<file path="src/gcid_pkg.sv">
// gcid_pkg: register map, field layout, timing ratios and carrier types
// for the identity and general configuration register pair.
// assumes: one 50 MHz system clock, serial port pins asynchronous, synchronized in two stages.
package gcid_pkg;

  // register addresses on the serial port
  localparam logic [6:0]  ADDR_SW_RESET   = 7'h08;
  localparam logic [6:0]  ADDR_SYNC       = 7'h09;
  localparam logic [6:0]  ADDR_IDENTITY   = 7'h0F;
  localparam logic [6:0]  ADDR_GENERAL    = 7'h10;

  // identity word fields
  localparam logic [3:0]  ID_PATTERN      = 4'h5;
  localparam logic [11:0] ID_LOW_ZERO     = 12'h000;

  // general word: writable bits, power-up value
  localparam logic [23:0] GEN_WRITE_MASK  = 24'hFE_FF00;
  localparam logic [23:0] GEN_RESET       = 24'h00_0000;

  // field codes
  localparam logic [1:0]  ULP_CARDIAC     = 2'h1;
  localparam logic [1:0]  DCLO_CARDIAC    = 2'h1;
  localparam logic [2:0]  LEADOFF_CURRENT_MAGNITUDE_OFF        = 3'h0;
  localparam logic [2:0]  LEADOFF_CURRENT_MAGNITUDE_MAX        = 3'h5;
  localparam logic [1:0]  MSTR_32768      = 2'h0;
  localparam logic [1:0]  MSTR_32000_500  = 2'h1;
  localparam logic [1:0]  MSTR_32000_200  = 2'h2;

  // master clock = source_clock_32k * num / den
  localparam logic [7:0]  RATIO_FULL      = 8'h01;
  localparam logic [7:0]  RATIO_32000_NUM = 8'h7D;
  localparam logic [7:0]  RATIO_32000_DEN = 8'h80;
  localparam logic [7:0]  RATIO_31968_NUM = 8'h28;
  localparam logic [7:0]  RATIO_31968_DEN = 8'h29;

  // master ticks per cardiac progression (512/500 Hz and 200/199.8 Hz)
  localparam logic [7:0]  PROG_DIV_FAST   = 8'h40;
  localparam logic [7:0]  PROG_DIV_SLOW   = 8'hA0;

  // serial frame: 8 address bits then 24 data bits
  localparam logic [5:0]  LAST_ADDR_BIT   = 6'h07;
  localparam logic [5:0]  LAST_FRAME_BIT  = 6'h1F;

  typedef enum logic [1:0] {SPI_IDLE, SPI_ADDR, SPI_DATA, SPI_DONE} gcid_phase_type;

  typedef struct packed {
    logic [1:0] lowpower_leadon_enable;
    logic [1:0] master_timing_select;
    logic       cardiac_channel_enable;
    logic       impedance_channel_enable;
    logic       pace_channel_enable;
    logic       unused_bit;
    logic [1:0] impedance_leadoff_enable;
    logic [1:0] dc_leadoff_enable;
    logic       leadoff_current_polarity;
    logic [2:0] leadoff_current_magnitude;
    logic [7:0] low_byte;
  } gcid_gen_type;

  typedef struct packed {
    logic       cardiac_on;
    logic       impedance_on;
    logic       pace_on;
    logic       lowpower_mode;
    logic       leadon_detect_on;
    logic [1:0] master_timing_select;
    logic       leadoff_current_polarity;
    logic [2:0] leadoff_current_magnitude;
    logic       leadoff_connect;
  } gcid_chan_type;

  typedef struct packed {
    logic impedance_overrange_flag;
    logic impedance_underrange_flag;
    logic dc_leadoff_flag;
  } gcid_flag_type;

endpackage : gcid_pkg

</file>
<file path="src/gcid_regs.sv">
// gcid_regs: identity and general configuration registers behind the serial
// port, master timing from the 32.768 kHz source, channel and lead-off control.
// assumes: serial pins and comparators are asynchronous, source clock << 50 MHz.
module gcid_regs #(
  parameter logic [3:0] SILICON_REVISION = 4'h3,  // arbitrary value
  parameter logic [1:0] PART_IDENT       = 2'h2   // arbitrary value
) (
  input  wire logic                   CLOCK_IN,             // 50 MHz system clock
  input  wire logic                   RESETN_IN,            // synchronous reset, active low
  input  wire logic                   CE_IN,                // clock enable, freezes state when low
  input  wire logic                   SPI_CSB_N_IN,         // serial chip select, active low
  input  wire logic                   SPI_SCLK_IN,          // serial clock pin
  input  wire logic                   SPI_SDI_IN,           // serial data in
  output logic                        SPI_SDO_OUT,          // serial data out
  output logic                        SPI_SDO_OE_OUT,       // serial data out enable
  input  wire logic                   SOURCE_CLOCK_32K_IN,  // fixed 32.768 kHz source
  input  wire logic                   IMP_OVER_CMP_IN,      // impedance over-range compare
  input  wire logic                   IMP_UNDER_CMP_IN,     // impedance under-range compare
  input  wire logic                   DC_LEADOFF_CMP_IN,    // dc lead-off compare
  output gcid_pkg::gcid_chan_type     CHANNEL_CTRL_OUT,     // channel and current control
  output gcid_pkg::gcid_flag_type     EVENT_FLAGS_OUT,      // gated lead-off event flags
  output logic                        MASTER_TICK_OUT,      // one pulse per master clock
  output logic                        PROGRESSION_TICK_OUT, // cardiac progression pulse
  output logic                        SYNC_RESTART_OUT      // restart pulse after synchronize
);
  import gcid_pkg::*;

  typedef struct packed {
    logic           sel_s1;
    logic           sel_s2;
    logic           sclk_s1;
    logic           sclk_s2;
    logic           sclk_d;
    logic           sdi_s1;
    logic           sdi_s2;
    logic           src_s1;
    logic           src_s2;
    logic           src_d;
    logic [2:0]     cmp_s1;
    logic [2:0]     cmp_s2;
    gcid_phase_type phase;
    logic [5:0]     bit_cnt;
    logic [30:0]    shift_in;
    logic [23:0]    shift_out;
    logic           sdo;
    gcid_gen_type   gen;
    logic           init_done;
    logic           sync_pend;
    logic           sync_pulse;
    logic [7:0]     acc;
    logic [7:0]     prog_cnt;
    logic           mtick;
    logic           ptick;
    gcid_chan_type  chan;
    gcid_flag_type  flags;
  } gcid_state_type;

  gcid_state_type st_r;
  gcid_state_type st_nxt;

  logic        sclk_rise;
  logic        sclk_fall;
  logic        src_edge;
  logic        end_now;
  logic [6:0]  addr_now;
  logic [23:0] read_word;
  logic [6:0]  wr_addr;
  logic        wr_rw;
  logic [23:0] wr_data;
  logic [23:0] wr_masked;
  logic [7:0]  ratio_num;
  logic [7:0]  ratio_den;
  logic [7:0]  prog_div;
  logic [8:0]  acc_sum;
  logic        tick_now;

  function automatic logic [23:0] read_value(input logic [6:0] addr, input logic done,
                                             input gcid_gen_type gen);
    logic [23:0] v;
    v = 24'h00_0000;
    case (addr)
      ADDR_IDENTITY: begin
        if (done) begin
          v = {ID_PATTERN, SILICON_REVISION, 2'h0, PART_IDENT, ID_LOW_ZERO};
        end
      end
      ADDR_GENERAL:  v = gen & GEN_WRITE_MASK;
      default:       v = 24'h00_0000;
    endcase
    return v;
  endfunction : read_value

  assign sclk_rise = st_r.sclk_s2 & ~st_r.sclk_d;
  assign sclk_fall = ~st_r.sclk_s2 & st_r.sclk_d;
  assign src_edge  = st_r.src_s2 & ~st_r.src_d;
  assign end_now   = st_r.sel_s2 & sclk_rise & (st_r.phase == SPI_DATA) & (st_r.bit_cnt == LAST_FRAME_BIT);
  assign addr_now  = st_r.shift_in[6:0];
  assign read_word = read_value(addr_now, st_r.init_done, st_r.gen);
  assign wr_addr   = st_r.shift_in[30:24];
  assign wr_rw     = st_r.shift_in[23];
  assign wr_data   = {st_r.shift_in[22:0], st_r.sdi_s2};
  assign wr_masked = wr_data & GEN_WRITE_MASK;

  // master clock ratio and progression length per timing select
  always_comb begin
    case (st_r.gen.master_timing_select)
      MSTR_32768: begin
        ratio_num = RATIO_FULL;
        ratio_den = RATIO_FULL;
        prog_div  = PROG_DIV_FAST;
      end
      MSTR_32000_500: begin
        ratio_num = RATIO_32000_NUM;
        ratio_den = RATIO_32000_DEN;
        prog_div  = PROG_DIV_FAST;
      end
      MSTR_32000_200: begin
        ratio_num = RATIO_32000_NUM;
        ratio_den = RATIO_32000_DEN;
        prog_div  = PROG_DIV_SLOW;
      end
      default: begin
        ratio_num = RATIO_31968_NUM;
        ratio_den = RATIO_31968_DEN;
        prog_div  = PROG_DIV_SLOW;
      end
    endcase
  end

  assign acc_sum  = {1'b0, st_r.acc} + {1'b0, ratio_num};
  assign tick_now = src_edge & (acc_sum >= {1'b0, ratio_den});

  always_comb begin
    st_nxt = st_r;
    st_nxt.sel_s1  = ~SPI_CSB_N_IN;
    st_nxt.sel_s2  = st_r.sel_s1;
    st_nxt.sclk_s1 = SPI_SCLK_IN;
    st_nxt.sclk_s2 = st_r.sclk_s1;
    st_nxt.sclk_d  = st_r.sclk_s2;
    st_nxt.sdi_s1  = SPI_SDI_IN;
    st_nxt.sdi_s2  = st_r.sdi_s1;
    st_nxt.src_s1  = SOURCE_CLOCK_32K_IN;
    st_nxt.src_s2  = st_r.src_s1;
    st_nxt.src_d   = st_r.src_s2;
    st_nxt.cmp_s1  = {IMP_OVER_CMP_IN, IMP_UNDER_CMP_IN, DC_LEADOFF_CMP_IN};
    st_nxt.cmp_s2  = st_r.cmp_s1;
    st_nxt.mtick      = 1'b0;
    st_nxt.ptick      = 1'b0;
    st_nxt.sync_pulse = 1'b0;

    // master timing: fractional divide of the source edges
    if (src_edge) begin
      if (tick_now) begin
        st_nxt.acc = 8'(acc_sum - {1'b0, ratio_den});
      end else begin
        st_nxt.acc = acc_sum[7:0];
      end
    end
    if (tick_now) begin
      st_nxt.mtick = 1'b1;
      if (st_r.sync_pend) begin
        st_nxt.sync_pulse = 1'b1;
        st_nxt.sync_pend  = 1'b0;
        st_nxt.prog_cnt   = 8'h00;
      end else if (st_r.prog_cnt >= 8'(prog_div - 8'h01)) begin
        st_nxt.prog_cnt = 8'h00;
        st_nxt.ptick    = st_r.gen.cardiac_channel_enable;
      end else begin
        st_nxt.prog_cnt = st_r.prog_cnt + 8'h01;
      end
    end

    // serial frame: address byte, then 24 data bits, msb first
    if (!st_r.sel_s2) begin
      st_nxt.phase   = SPI_IDLE;
      st_nxt.bit_cnt = 6'h00;
    end else if (sclk_rise) begin
      st_nxt.shift_in = {st_r.shift_in[29:0], st_r.sdi_s2};
      st_nxt.bit_cnt  = st_r.bit_cnt + 6'h01;
      case (st_r.phase)
        SPI_IDLE, SPI_ADDR: begin
          st_nxt.phase = SPI_ADDR;
          if (st_r.bit_cnt == LAST_ADDR_BIT) begin
            st_nxt.phase     = SPI_DATA;
            st_nxt.shift_out = st_r.sdi_s2 ? read_word : 24'h00_0000;
          end
        end
        SPI_DATA: begin
          if (st_r.bit_cnt == LAST_FRAME_BIT) begin
            st_nxt.phase = SPI_DONE;
          end
        end
        default: st_nxt.phase = SPI_DONE;
      endcase
    end else if (sclk_fall && st_r.phase == SPI_DATA) begin
      st_nxt.sdo       = st_r.shift_out[23];
      st_nxt.shift_out = {st_r.shift_out[22:0], 1'b0};
    end

    // command execution on the last rising edge of the frame
    if (end_now) begin
      st_nxt.init_done = 1'b1;
      if (!wr_rw) begin
        case (wr_addr)
          ADDR_GENERAL: st_nxt.gen = gcid_gen_type'(wr_masked);
          ADDR_SYNC: begin
            if (wr_data == 24'h00_0000) begin
              st_nxt.sync_pend = 1'b1;
            end
          end
          ADDR_SW_RESET: begin
            if (wr_data == 24'h00_0000) begin
              st_nxt.gen       = gcid_gen_type'(GEN_RESET);
              st_nxt.init_done = 1'b0;
              st_nxt.sync_pend = 1'b0;
            end
          end
          default: st_nxt.init_done = 1'b1;
        endcase
      end
    end

    // channel control decoded from the next configuration
    st_nxt.chan.cardiac_on   = st_nxt.gen.cardiac_channel_enable;
    st_nxt.chan.impedance_on = st_nxt.gen.impedance_channel_enable;
    st_nxt.chan.pace_on      = st_nxt.gen.pace_channel_enable & st_nxt.gen.cardiac_channel_enable;
    st_nxt.chan.lowpower_mode = ~st_nxt.gen.cardiac_channel_enable
                                & ~st_nxt.gen.impedance_channel_enable;
    st_nxt.chan.leadon_detect_on = ~st_nxt.gen.cardiac_channel_enable
                                   & (st_nxt.gen.lowpower_leadon_enable == ULP_CARDIAC);
    st_nxt.chan.master_timing_select     = st_nxt.gen.master_timing_select;
    st_nxt.chan.leadoff_current_polarity = st_nxt.gen.leadoff_current_polarity;
    st_nxt.chan.leadoff_current_magnitude = st_nxt.gen.leadoff_current_magnitude;
    st_nxt.chan.leadoff_connect = st_nxt.gen.cardiac_channel_enable
                                  & (st_nxt.gen.dc_leadoff_enable == DCLO_CARDIAC)
                                  & (st_nxt.gen.leadoff_current_magnitude != LEADOFF_CURRENT_MAGNITUDE_OFF)
                                  & (st_nxt.gen.leadoff_current_magnitude <= LEADOFF_CURRENT_MAGNITUDE_MAX);

    // lead-off flags pass only with their channel active
    st_nxt.flags.impedance_overrange_flag  = st_nxt.gen.impedance_channel_enable
                                             & st_nxt.gen.impedance_leadoff_enable[1] & st_r.cmp_s2[2];
    st_nxt.flags.impedance_underrange_flag = st_nxt.gen.impedance_channel_enable
                                             & st_nxt.gen.impedance_leadoff_enable[0] & st_r.cmp_s2[1];
    st_nxt.flags.dc_leadoff_flag = st_nxt.gen.cardiac_channel_enable
                                   & (st_nxt.gen.dc_leadoff_enable == DCLO_CARDIAC) & st_r.cmp_s2[0];
  end

  always_ff @(posedge CLOCK_IN) begin
    if (!RESETN_IN) begin
      st_r     <= '0;
      st_r.gen <= gcid_gen_type'(GEN_RESET);
    end else if (CE_IN) begin
      st_r <= st_nxt;
    end
  end

  assign SPI_SDO_OUT          = st_r.sdo;
  assign SPI_SDO_OE_OUT       = st_r.sel_s2;
  assign CHANNEL_CTRL_OUT     = st_r.chan;
  assign EVENT_FLAGS_OUT      = st_r.flags;
  assign MASTER_TICK_OUT      = st_r.mtick;
  assign PROGRESSION_TICK_OUT = st_r.ptick;
  assign SYNC_RESTART_OUT     = st_r.sync_pulse;
endmodule : gcid_regs

</file>
<file path="config.mk">
export PLATFORM = sky130hd
export DESIGN_NAME = gcid_regs
export DESIGN_NICKNAME = d
export VERILOG_FILES = /design/src/gcid_pkg.sv /design/src/gcid_regs.sv
export SDC_FILE = /design/constraint.sdc
export NUM_CORES = 1
export LEC_CHECK = 0
export ABC_AREA = 1
export BUFFER_PORTS_ARGS = -buffer_cell sky130_fd_sc_hd__buf_2
export CAP_MARGIN = 20
export CELL_PAD_IN_SITES_DETAIL_PLACEMENT = 0
export CELL_PAD_IN_SITES_GLOBAL_PLACEMENT = 2
export CORE_ASPECT_RATIO = 0.75
export CORE_MARGIN = 3
export CORE_UTILIZATION = 35
export DETAILED_ROUTE_END_ITERATION = 7
export PLACE_DENSITY_LB_ADDON = 0.1
export RECOVER_POWER = 100
export SETUP_SLACK_MARGIN = 0.15
export SYNTH_ARGS = -nofsm -noshare
export SYNTH_HDL_FRONTEND = slang
export SYNTH_SLANG_ARGS = --single-unit
</file>
<file path="constraint.sdc">
create_clock -name CLOCK_IN -period 3.9 [get_ports CLOCK_IN]
set_input_delay 0.585 -clock CLOCK_IN [delete_from_list [all_inputs] [get_ports CLOCK_IN]]
set_output_delay 0.585 -clock CLOCK_IN [all_outputs]
set_load 0.02 [all_outputs]
</file>
==> results.sh, run 1 <==
export IMPL_status="finished with violations"
export IMPL_failed_checks="max-capacitance violations, max-slew violations"
export IMPL_grt_pass1_wl_um=26200
export IMPL_htree_levels=4
export IMPL_wire_per_inst_um=14.9
export IMPL_ant_nets=0
export IMPL_finalNetCount=861
export IMPL_yosys_top_cells_area="dfxtp_1 (41%), nand2_1 (8.2%), a21oi_1 (6.9%), o21ai_0 (6.5%), nor2_1 (5.7%)"
export IMPL_clock_latency_ns=0.42
export IMPL_synth_mux_area_share_pct=0
export IMPL_place_gp_congestion=0.805
export IMPL_critPathArrivalTime_ns=3.82
export IMPL_tightest_slew_ns=1.59
export IMPL_fillers=1681
export IMPL_async_flop_share_pct=0
export IMPL_io_pins=30
export IMPL_rows=40
export IMPL_reg2reg_depth=21
export IMPL_grt_usage_pct=17.6
export IMPL_synth_seq_cells=122
export IMPL_fin_setup_tns_ns=0
export IMPL_coreArea_um2=16400
export IMPL_synth_xor_area_share_pct=1.17
export IMPL_ys_top_cells_by_count="nand2_1 (131), dfxtp_1 (122), nor2_1 (91)"
export IMPL_synth_most_common_cell="nand2_1"
export IMPL_vias_per_cell=4.99
export IMPL_synth_top_area_share_pct=40.9
export IMPL_seq_area_frac_synth_pct=40.9
export IMPL_yosysTopAreaCell="dfxtp_1"
export IMPL_synth_adder_area_share_pct=3.56
export IMPL_antenna_found_initial=0
export IMPL_fmax_ghz=0.287
export IMPL_syn_cell_area_um2=5970
export IMPL_min_period_ns=3.49
export IMPL_hold_depth=2
export IMPL_synth_cells=829
export IMPL_synth_edff_count=0
export IMPL_drc=0
export IMPL_finalSetupViolCount=0
export IMPL_die_area_um2=18700
export IMPL_die_w_um=157
export IMPL_dr_pass1_iters=6
export IMPL_drtIter0Drc=293
export IMPL_synth_nets=856
export IMPL_skew_ns=0.00696
export IMPL_cts_sinks=122
export IMPL_diodes=0
export IMPL_synth_flop_cell="dfxtp_1"
export IMPL_totalWireLength_um=15800
export IMPL_cts_buffers=17
export IMPL_grt_max_degree=83
export IMPL_place_area_um2=6180
export IMPL_synth_simple_area_share_pct=23.7
export IMPL_crit_path_end_kind="flop"
export IMPL_fin_crit_sh_pct=89.4
export IMPL_hold_viol_final=0
export IMPL_ctsHoldBuffers=0
export IMPL_dp_hpwl_um=10800
export IMPL_start_util_pct=36.5
export IMPL_crit_path_start_kind="flop"
export IMPL_drive_gt1_share_pct=8.85
export IMPL_grt_pass1_vias=5028
export IMPL_multi_input_comb_area_um2=2870
export IMPL_synth_top_family_by_area="simple AND/OR/NAND/NOR gates"
export IMPL_port_buffers=29
export IMPL_cts_root_buf="clkbuf_16"
export IMPL_ir_drop_mv=0.242
export IMPL_routed_via_count=5276
export IMPL_regArea_um2=2440
export IMPL_syn_avg_cell_area_um2=7.20
export IMPL_grt_ovfl_total=0
export IMPL_worstSetupPathType="flop to flop"
export IMPL_holdWs_ns=0.356
export IMPL_cp_required_ns=4.24
export IMPL_rsz0062_at_grt="no"
export IMPL_cts_path_max_buffers=2
export IMPL_synth_compound_area_share_pct=19.9
export IMPL_p_per_area_nw_per_um2=454
export IMPL_yosysUniqueCellTypes=42
export IMPL_critPathMaxFanout=12
export IMPL_relSlewSlack_pct=-5.85
export IMPL_die_y_um=119
export IMPL_yosys_warnings=0
export IMPL_final_util_pct=41.2
export IMPL_cts_reportedPaths_clkPinSlew_ns=0.06
export IMPL_final_area_um2=6750
export IMPL_cts_tree="built"
export IMPL_p_leak_nw=2.78
export IMPL_areaGrowthSynthToFinish_pct=13.0
export IMPL_drv_cap=1
export IMPL_min_path_type="input pin to flop"
export IMPL_slew_viol_final=83
[where the power goes]
part | switching, mW | total, mW | internal, mW
sequential | 0.0214 | 1.30 | 1.28
combinational | 0.132 | 0.192 | 0.0600
clock | 0.614 | 1.57 | 0.960
[sequential cells by signal, indices dropped and copies added, names as in the netlist, 3 cells and up]
| name | flops |
|---|---|
| st_nxt | 9 |
| CHANNEL_CTRL_OUT | 12 |
| st_r | 86 |
| addr_now | 7 |
| EVENT_FLAGS_OUT | 3 |
[final timing paths]
path,slack (ns),end,start
worst max register to register,0.41,st_r[22]$_SDFFE_PN0P_,CHANNEL_CTRL_OUT[5]$_SDFFE_PN0P_
worst max-delay path,0.41,st_r[22]$_SDFFE_PN0P_,CHANNEL_CTRL_OUT[5]$_SDFFE_PN0P_
worst min-delay path,0.36,st_nxt[138]$_SDFFE_PN0P_,SPI_CSB_N_IN
worst min register to register,0.43,st_r[62]$_SDFFE_PN0P_,st_r[62]$_SDFFE_PN0P_
[worst max-delay path: stages (launching register included)]
cell and delay [ns]:
dfxtp_1 0.41, inv_1 0.08, ha_1 0.43, nor2_1 0.09, inv_1 0.06, nand2_1 0.11
nor2_1 0.16, nand4_1 0.11, o2111ai_1 0.12, xor2_1 0.21, inv_1 0.06, ha_1 0.35
nand2_1 0.07, nor2_1 0.10, nand2_1 0.06, nor2_1 0.13, a21oi_2 0.11, nand2_8 0.12
nand2_4 0.12, inv_1 0.25, nand3b_1 0.10, a21oi_1 0.16
[layer usage]
layer  global-route usage (%)  vias up  share of wire, %
li1                         -     2754                 -
met1                     26.4     2423                55
met2                     24.7       85                41
met3                     4.21       14               3.7
met4                     5.30        0               1.1
met5                        0        -                 0
[cell families after synthesis]
kind of cell | count (synthesis)
xor gates and xnor gates | 8
DFF | 122
and+or+nand+nor | 320
AOI/OAI and AO/OA | 210
buffers and inverters | 152
adders and majority gates | 17
[layout make-up]
cell class	count	area share [%]
inverters	99	5.51
repair buffers	39	3.13
multi-input cells	555	42.6
well taps	210	3.90
clock buffers	19	6.57
clock inverters	13	2.13
flip-flops and latches	122	36.2
[per-stage QoR]
| stage | instances | setup WS [ns] | power [mW] |
|---|---|---|---|
| 2_1_floorplan | 829 | 0.944 | 1.46 |
| 3_3_place_gp | 1024 | 0.588 | 1.51 |
| 3_5_place_dp | 1024 | 0.503 | 1.51 |
| 4_1_cts | 1056 | 0.493 | 3.11 |
| 5_1_grt | 1057 | 0.0922 | 3.20 |
| 6_report | 1057 | 0.414 | 3.06 |
[cells in the final DEF, fill, tap and decap left out, types with 8 or more instances in the layout]
| master | instances |
|---|---|
| a32oi_1 | 11 |
| clkbuf_16 | 17 |
| nand4_1 | 11 |
| a21oi_1 | 82 |
| nor2_1 | 91 |
| nand2_1 | 133 |
| clkbuf_1 | 22 |
| xor2_1 | 8 |
| dfxtp_1 | 122 |
| ha_1 | 17 |
| inv_1 | 92 |
| buf_2 | 8 |
| o21ai_0 | 78 |
| nand3_1 | 56 |
| buf_4 | 8 |
[what timing repair did]
item	4_1_cts	5_1_grt
resized for setup	0	1
buffers inserted	0	0
endpoints found under the setup margin	0	1
Note: power is estimated with default switching activity, not from simulation.
==> run 2, diff against run 1 <==
Settings changed: ABC_AREA 1 to not set, CORE_UTILIZATION 35 to 38.
==> run 2 against run 1 <==
Against the previous run:
- the run still ends with max-capacitance violations, max-slew violations left
- worst hold slack gained 0.071 ns
- largest power group unchanged
- count of clock-buffer cells in the layout shrank 1
- critical path depth shrank 5
- design area grew 4.3%
- final cell count shrank 11%
- clock power grew 7%
- power grew 0.31%
- sequential cell count is the same
- utilization grew 4.1 points
- combinational power shrank 38%
- worst setup slack lost 0.087 ns
- routed wire length shrank 1.4%
==> results.sh, run 2 <==
export IMPL_ant_nets=0
export IMPL_cts_path_max_buffers=2
export IMPL_place_gp_congestion=0.863
export IMPL_ys_top_cells_by_count="dfxtp_1 (122), nand2_1 (106), a21boi_0 (43)"
export IMPL_yosysUniqueCellTypes=73
export IMPL_die_w_um=153
export IMPL_die_y_um=116
export IMPL_htree_levels=4
export IMPL_synth_top_area_share_pct=39.7
export IMPL_cts_root_buf="clkbuf_16"
export IMPL_top_register="st_r"
export IMPL_vias_per_cell=5.42
export IMPL_coreArea_um2=15500
export IMPL_placed_cells=904
export IMPL_wire_per_inst_um=16.6
export IMPL_synth_edff_count=0
export IMPL_drc=0
export IMPL_holdWs_ns=0.427
export IMPL_syn_cell_area_um2=6150
export IMPL_largest_reg_flops=86
export IMPL_cts_tree="built"
export IMPL_min_period_ns=3.57
export IMPL_port_buffers=29
export IMPL_critPathArrivalTime_ns=3.85
export IMPL_failed_checks="max-capacitance violations, max-slew violations"
export IMPL_crit_family="adder cells"
export IMPL_syn_avg_cell_area_um2=8.56
export IMPL_clock_latency_ns=0.41
export IMPL_synth_cells=718
export IMPL_tightest_slew_ns=1.76
export IMPL_antenna_found_initial=0
export IMPL_worstSetupPathType="flop to flop"
export IMPL_rsz0062_at_grt="no"
export IMPL_hold_viol_final=0
export IMPL_grt_ovfl_total=0
export IMPL_critPathSlowestCell="or3_1"
export IMPL_crit_path_end_kind="flop"
export IMPL_slew_viol_final=100
export IMPL_final_cell_mix="dfxtp_1 (120), nand2_1 (106), a21boi_0 (44), nor2_1 (40), nor2b_1 (36)"
export IMPL_ctsHoldBuffers=0
export IMPL_async_flop_share_pct=0
export IMPL_totalWireLength_um=15600
export IMPL_synth_nets=745
export IMPL_skew_ns=0.00907
export IMPL_fmax_ghz=0.280
export IMPL_yosys_warnings=0
export IMPL_io_pins=30
export IMPL_p_leak_nw=2.60
export IMPL_synth_flop_cell="dfxtp_1"
export IMPL_cts_buffers=17
export IMPL_drv_cap=2
export IMPL_grt_pass1_wl_um=26400
export IMPL_finalSetupViolCount=0
export IMPL_worstPathCellList="inv_1, ha_4, inv_2, ha_2, maj3_1, a31oi_1, o21ai_2, xor2_1, ha_1, nand4_1, or3_1, o2111ai_4, o21ai_2, clkbuf_1, o211ai_1, o21ai_0"
export IMPL_critPathMaxFanout=9
export IMPL_dp_hpwl_um=10200
export IMPL_power_mw=3.07
export IMPL_final_cells=938
export IMPL_cp_required_ns=4.18
export IMPL_crit_path_start_kind="flop"
export IMPL_final_util_pct=45.4
export IMPL_grt_usage_pct=18.4
export IMPL_path_buf_inv=3
export IMPL_p_per_area_nw_per_um2=437
export IMPL_fin_crit_sh_pct=91.6
export IMPL_areaGrowthSynthToFinish_pct=14.5
export IMPL_critPathMaxStageDelay_ns=0.37
export IMPL_yosysTopAreaCell="dfxtp_1"
export IMPL_routed_via_count=5081
export IMPL_yosys_top_cells_area="dfxtp_1 (40%), nand2_1 (6.5%), a21boi_0 (5.3%), nor2b_1 (3.7%), mux2i_1 (3.6%)"
export IMPL_cts_reportedPaths_clkPinSlew_ns=0.06
export IMPL_rows=39
export IMPL_dr_pass1_iters=5
export IMPL_regToRegSetupSlack_ns=0.33
export IMPL_cts_sinks=122
export IMPL_synth_most_common_cell="dfxtp_1"
export IMPL_drive_gt1_share_pct=11.6
export IMPL_seq_area_frac_synth_pct=39.7
export IMPL_relSlewSlack_pct=-17.3
export IMPL_diodes=0
export IMPL_grt_max_degree=100
export IMPL_min_path_type="input pin to flop"
export IMPL_ir_drop_mv=0.264
export IMPL_drtIter0Drc=347
export IMPL_finalNetCount=747
export IMPL_final_common_cell="dfxtp_1"
export IMPL_fin_setup_tns_ns=0
export IMPL_grt_pass1_vias=4796
export IMPL_synth_seq_cells=122
export IMPL_die_area_um2=17800
export IMPL_start_util_pct=39.6
export IMPL_crit_top_cell="o21ai_2"
export IMPL_status="finished with violations"
==> run 2: changes by cell type in the layout (fill, tap and decap cells not counted), sizes merged, moves of 14 or more <==
cell / change
a22oi: +16
mux2i: +23
inv: -77
nand3: -33
o21ai: -57
a21boi: +45
nor2b: +36
a21oi: -61
nor3b: +14
nor2: -54
a221oi: +16
nand2: -36
==> run 2: cells by family (layout without fill, tap and decap cells) <==
family	Yosys count	count (layout)	share of synthesized area (%)
xor+xnor	7	7	1.12
compound gates	170	170	20.5
buf+inv	84	99	6.39
fa+ha+maj	19	19	3.79
flops	122	122	39.7
simple gates	293	293	24.7
mux	23	23	3.81
==> run 2: layer usage <==
layer / GRT usage [%] / vias up / wire [um]
met5: 0 / - / 0
met2: 26.2 / 93 / 6320
met3: 3.89 / 12 / 644
li1: - / 2546 / -
met1: 28.1 / 2430 / 8460
met4: 5.34 / 0 / 149
==> run 2: area by class of cell <==
class / count / area (um^2)
clock buffer: 18 / 439
clock inverter: 14 / 198
fill: 1508 / 8480
inverter: 22 / 82.6
multi-input combinational: 512 / 3390
sequential: 122 / 2450
tap: 205 / 256
timing repair buffer: 45 / 226
==> run 2: final timing paths <==
path / startpoint / endpoint / cells past startpoint
setup / recovery: CHANNEL_CTRL_OUT[6]$_SDFFE_PN0P_ / st_r[20]$_SDFFE_PN0P_ / 16
hold / removal: DC_LEADOFF_CMP_IN / st_nxt[124]$_SDFFE_PN0P_ / 3
setup reg to reg: CHANNEL_CTRL_OUT[6]$_SDFFE_PN0P_ / st_r[20]$_SDFFE_PN0P_ / 16
hold reg to reg: st_r[122]$_SDFFE_PN0P_ / st_r[122]$_SDFFE_PN0P_ / 2
==> run 2: stage by stage <==
stage | cell area [um^2] | setup WS (ns)
finish | 7040 | 0.327
global route | 7040 | 0.104
CTS | 6990 | 0.191
detailed placement | 6350 | 0.131
global placement | 6350 | 0.218
floorplan | 6150 | 0.188
==> run 2: worst min-delay path, cell delays in order <==
cell     delay, ns
buf_2         0.07
mux2i_1       0.06
nor2b_1       0.09
==> run 2: power by group <==
part	internal, mW	leakage [nW]	switching (mW)
registers	1.26	0.987	0.0115
clock network	1.09	0.294	0.597
logic	0.0498	1.32	0.0698
==> run 2: timing repair <==
item,in CTS,in global routing
endpoints found under the setup margin,1,16
setup buffers,0,2
resized for setup,3,18
pin swaps,0,6
==> run 3, diff against run 2 <==
Settings changed: CORE_UTILIZATION 38 to 34.
Clock period 3.9 ns to 2.93 ns, I/O delays scaled along.
==> run 3 against run 2 <==
Against the previous run:
- the flow finishes with violations (max-capacitance violations, max-slew violations, negative setup slack)
- critical endpoint is now st_r[32]$_SDFFE_PN0P_
- clock power up 35%
- utilization decreased by 0.54 points
- final cell count grew 11%
- first-iteration DRC count is 23% higher
- sequential power is 33% higher
- largest cell class unchanged
- register-to-register slack worse by 0.81 ns
- combinational power up 73%
- non-clock buffer count grew 69
==> results.sh, run 3 (synthesis gave the netlist of run 2 again) <==
export IMPL_holdWs_ns=0.289
export IMPL_grt_pass1_wl_um=27900
export IMPL_ant_nets=0
export IMPL_critPathMaxFanout=6
export IMPL_cts_root_buf="clkbuf_16"
export IMPL_final_common_cell="dfxtp_1"
export IMPL_fmax_ghz=0.293
export IMPL_timing_rr_end="st_r[32]$_SDFFE_PN0P_"
export IMPL_routed_via_count=5322
export IMPL_die_w_um=161
export IMPL_min_to="st_nxt[125]$_SDFFE_PN0P_"
export IMPL_cts_buffers=17
export IMPL_failed_checks="max-capacitance violations, max-slew violations, negative setup slack"
export IMPL_hold_depth=3
export IMPL_diodes=0
export IMPL_min_path_type="input pin to flop"
export IMPL_cp_required_ns=3.19
export IMPL_grt_ovfl_total=0
export IMPL_r2r_start="CHANNEL_CTRL_OUT[5]$_SDFFE_PN0P_"
export IMPL_hold_viol_final=0
export IMPL_hp_start="IMP_UNDER_CMP_IN"
export IMPL_grt_max_degree=52
export IMPL_worstSetupPathType="flop to flop"
export IMPL_grt_usage_pct=18.0
export IMPL_p_leak_nw=2.93
export IMPL_wire_per_inst_um=16.8
export IMPL_largest_reg_flops=86
export IMPL_fin_setup_tns_ns=-7.97
export IMPL_status="finished with violations"
export IMPL_dp_hpwl_um=11900
export IMPL_vias_per_cell=5.12
export IMPL_antenna_found_initial=0
export IMPL_die_y_um=122
export IMPL_tightest_slew_ns=1.61
export IMPL_reg2reg_depth=16
export IMPL_place_gp_congestion=0.835
export IMPL_ctsHoldBuffers=0
export IMPL_fin_ws_ns=-0.481
export IMPL_dr_pass1_iters=4
export IMPL_die_area_um2=19700
export IMPL_skew_ns=0.00740
export IMPL_drtIter0Drc=426
export IMPL_min_period_ns=3.41
export IMPL_regToRegSetupSlack_ns=-0.48
export IMPL_cts_reportedPaths_clkPinSlew_ns=0.06
export IMPL_crit_path_end_kind="flop"
export IMPL_top_register="st_r"
export IMPL_drv_cap=1
export IMPL_start_util_pct=35.6
export IMPL_totalWireLength_um=17400
export IMPL_crit_path_start_kind="flop"
export IMPL_port_buffers=29
export IMPL_final_cell_mix="dfxtp_1 (119), nand2_1 (106), buf_4 (69), a21boi_0 (41), nor2_1 (40)"
export IMPL_io_pins=30
export IMPL_finalNetCount=817
export IMPL_fin_crit_sh_pct=116
export IMPL_rows=41
export IMPL_p_per_area_nw_per_um2=536
export IMPL_critPathArrivalTime_ns=3.67
export IMPL_drc=0
export IMPL_rsz0062_at_grt="yes"
export IMPL_relSlewSlack_pct=-7.21
export IMPL_drive_gt1_share_pct=21.3
export IMPL_ir_drop_mv=0.297
export IMPL_cts_sinks=122
export IMPL_clock_latency_ns=0.41
export IMPL_slew_viol_final=27
export IMPL_cts_path_max_buffers=2
export IMPL_areaGrowthSynthToFinish_pct=26.0
export IMPL_coreArea_um2=17300
export IMPL_finalSetupViolCount=20
export IMPL_grt_pass1_vias=5166
export IMPL_htree_levels=4
export IMPL_cts_tree="built"
run 3: cell count changes in the layout (fill, tap and decap cells not counted), sizes merged:
cell and change:
buf +66, clkbuf +6, o21ai +1, clkinvlp -3
run 3: layout make-up:
class	instances	area, um^2
fillers	1741	9540
multi-input cells	513	3520
flip-flops and latches	122	2450
repair buffers	114	762
clock buffers	21	470
well taps	236	295
clock inverters	11	168
inverters	22	85.1
run 3: worst max-delay path, cell delays in order, from the launching register on:
cell,delay [ns]
dfxtp_4,0.37
ha_4,0.13
inv_2,0.04
ha_4,0.16
a22oi_2,0.13
a21oi_2,0.05
a21o_1,0.21
maj3_2,0.33
xor2_2,0.16
ha_1,0.29
buf_4,0.15
o31a_1,0.12
o31a_1,0.37
buf_6,0.16
o21ai_4,0.27
mux2i_1,0.23
a221oi_1,0.09
run 3: per-layer routing:
metal	GRT usage, %	up-vias	part of all wire, %
met3	3.61	10	4.2
met1	27.3	2530	54
met4	5.80	0	0.73
li1	-	2689	-
met2	25.4	93	41
met5	0	-	0
run 3: where the power goes:
| part | switching [mW] | internal, mW |
|---|---|---|
| clock network | 0.770 | 1.49 |
| registers | 0.0146 | 1.67 |
| logic | 0.112 | 0.0962 |
| total | 0.896 | 3.26 |
run 3: worst max path at each step:
stage	startpoint	slack [ns]	to	cells after the start
3_5_place_dp	CHANNEL_CTRL_OUT[6]$_SDFFE_PN0P_	-0.61	SYNC_RESTART_OUT$_SDFFE_PN0P_	16
3_3_place_gp	CHANNEL_CTRL_OUT[5]$_SDFFE_PN0P_	-0.46	SYNC_RESTART_OUT$_SDFFE_PN0P_	16
4_1_cts	CHANNEL_CTRL_OUT[5]$_SDFFE_PN0P_	-0.47	st_r[24]$_SDFFE_PN0P_	17
2_1_floorplan	CHANNEL_CTRL_OUT[6]$_SDFFE_PN0P_	-0.57	st_r[24]$_SDFFE_PN0P_	16
5_1_grt	CHANNEL_CTRL_OUT[5]$_SDFFE_PN0P_	-0.61	st_r[32]$_SDFFE_PN0P_	16
6_report	CHANNEL_CTRL_OUT[5]$_SDFFE_PN0P_	-0.48	st_r[32]$_SDFFE_PN0P_	16
run 3: repair_timing:
item | 4_1_cts | 5_1_grt
hold endpoints to repair | 0 | 0
gates cloned | 0 | 1
pin swaps | 10 | 15
setup endpoints to repair | 21 | 33
setup buffers | 7 | 9
gates resized for setup | 23 | 27
run 3: metrics by stage:
| step | instances | power [mW] | setup slack, ns | instance area, um^2 | util (%) |
|---|---|---|---|---|---|
| floorplan | 718 | 1.84 | -0.570 | 6200 | - |
| global placement | 990 | 1.90 | -0.458 | 6850 | 39.6 |
| detailed placement | 990 | 1.91 | -0.612 | 6850 | 39.6 |
| CTS | 1029 | 4.21 | -0.473 | 7620 | 44.1 |
| global route | 1039 | 4.32 | -0.607 | 7750 | 44.8 |
| finish | 1039 | 4.16 | -0.481 | 7750 | 44.8 |
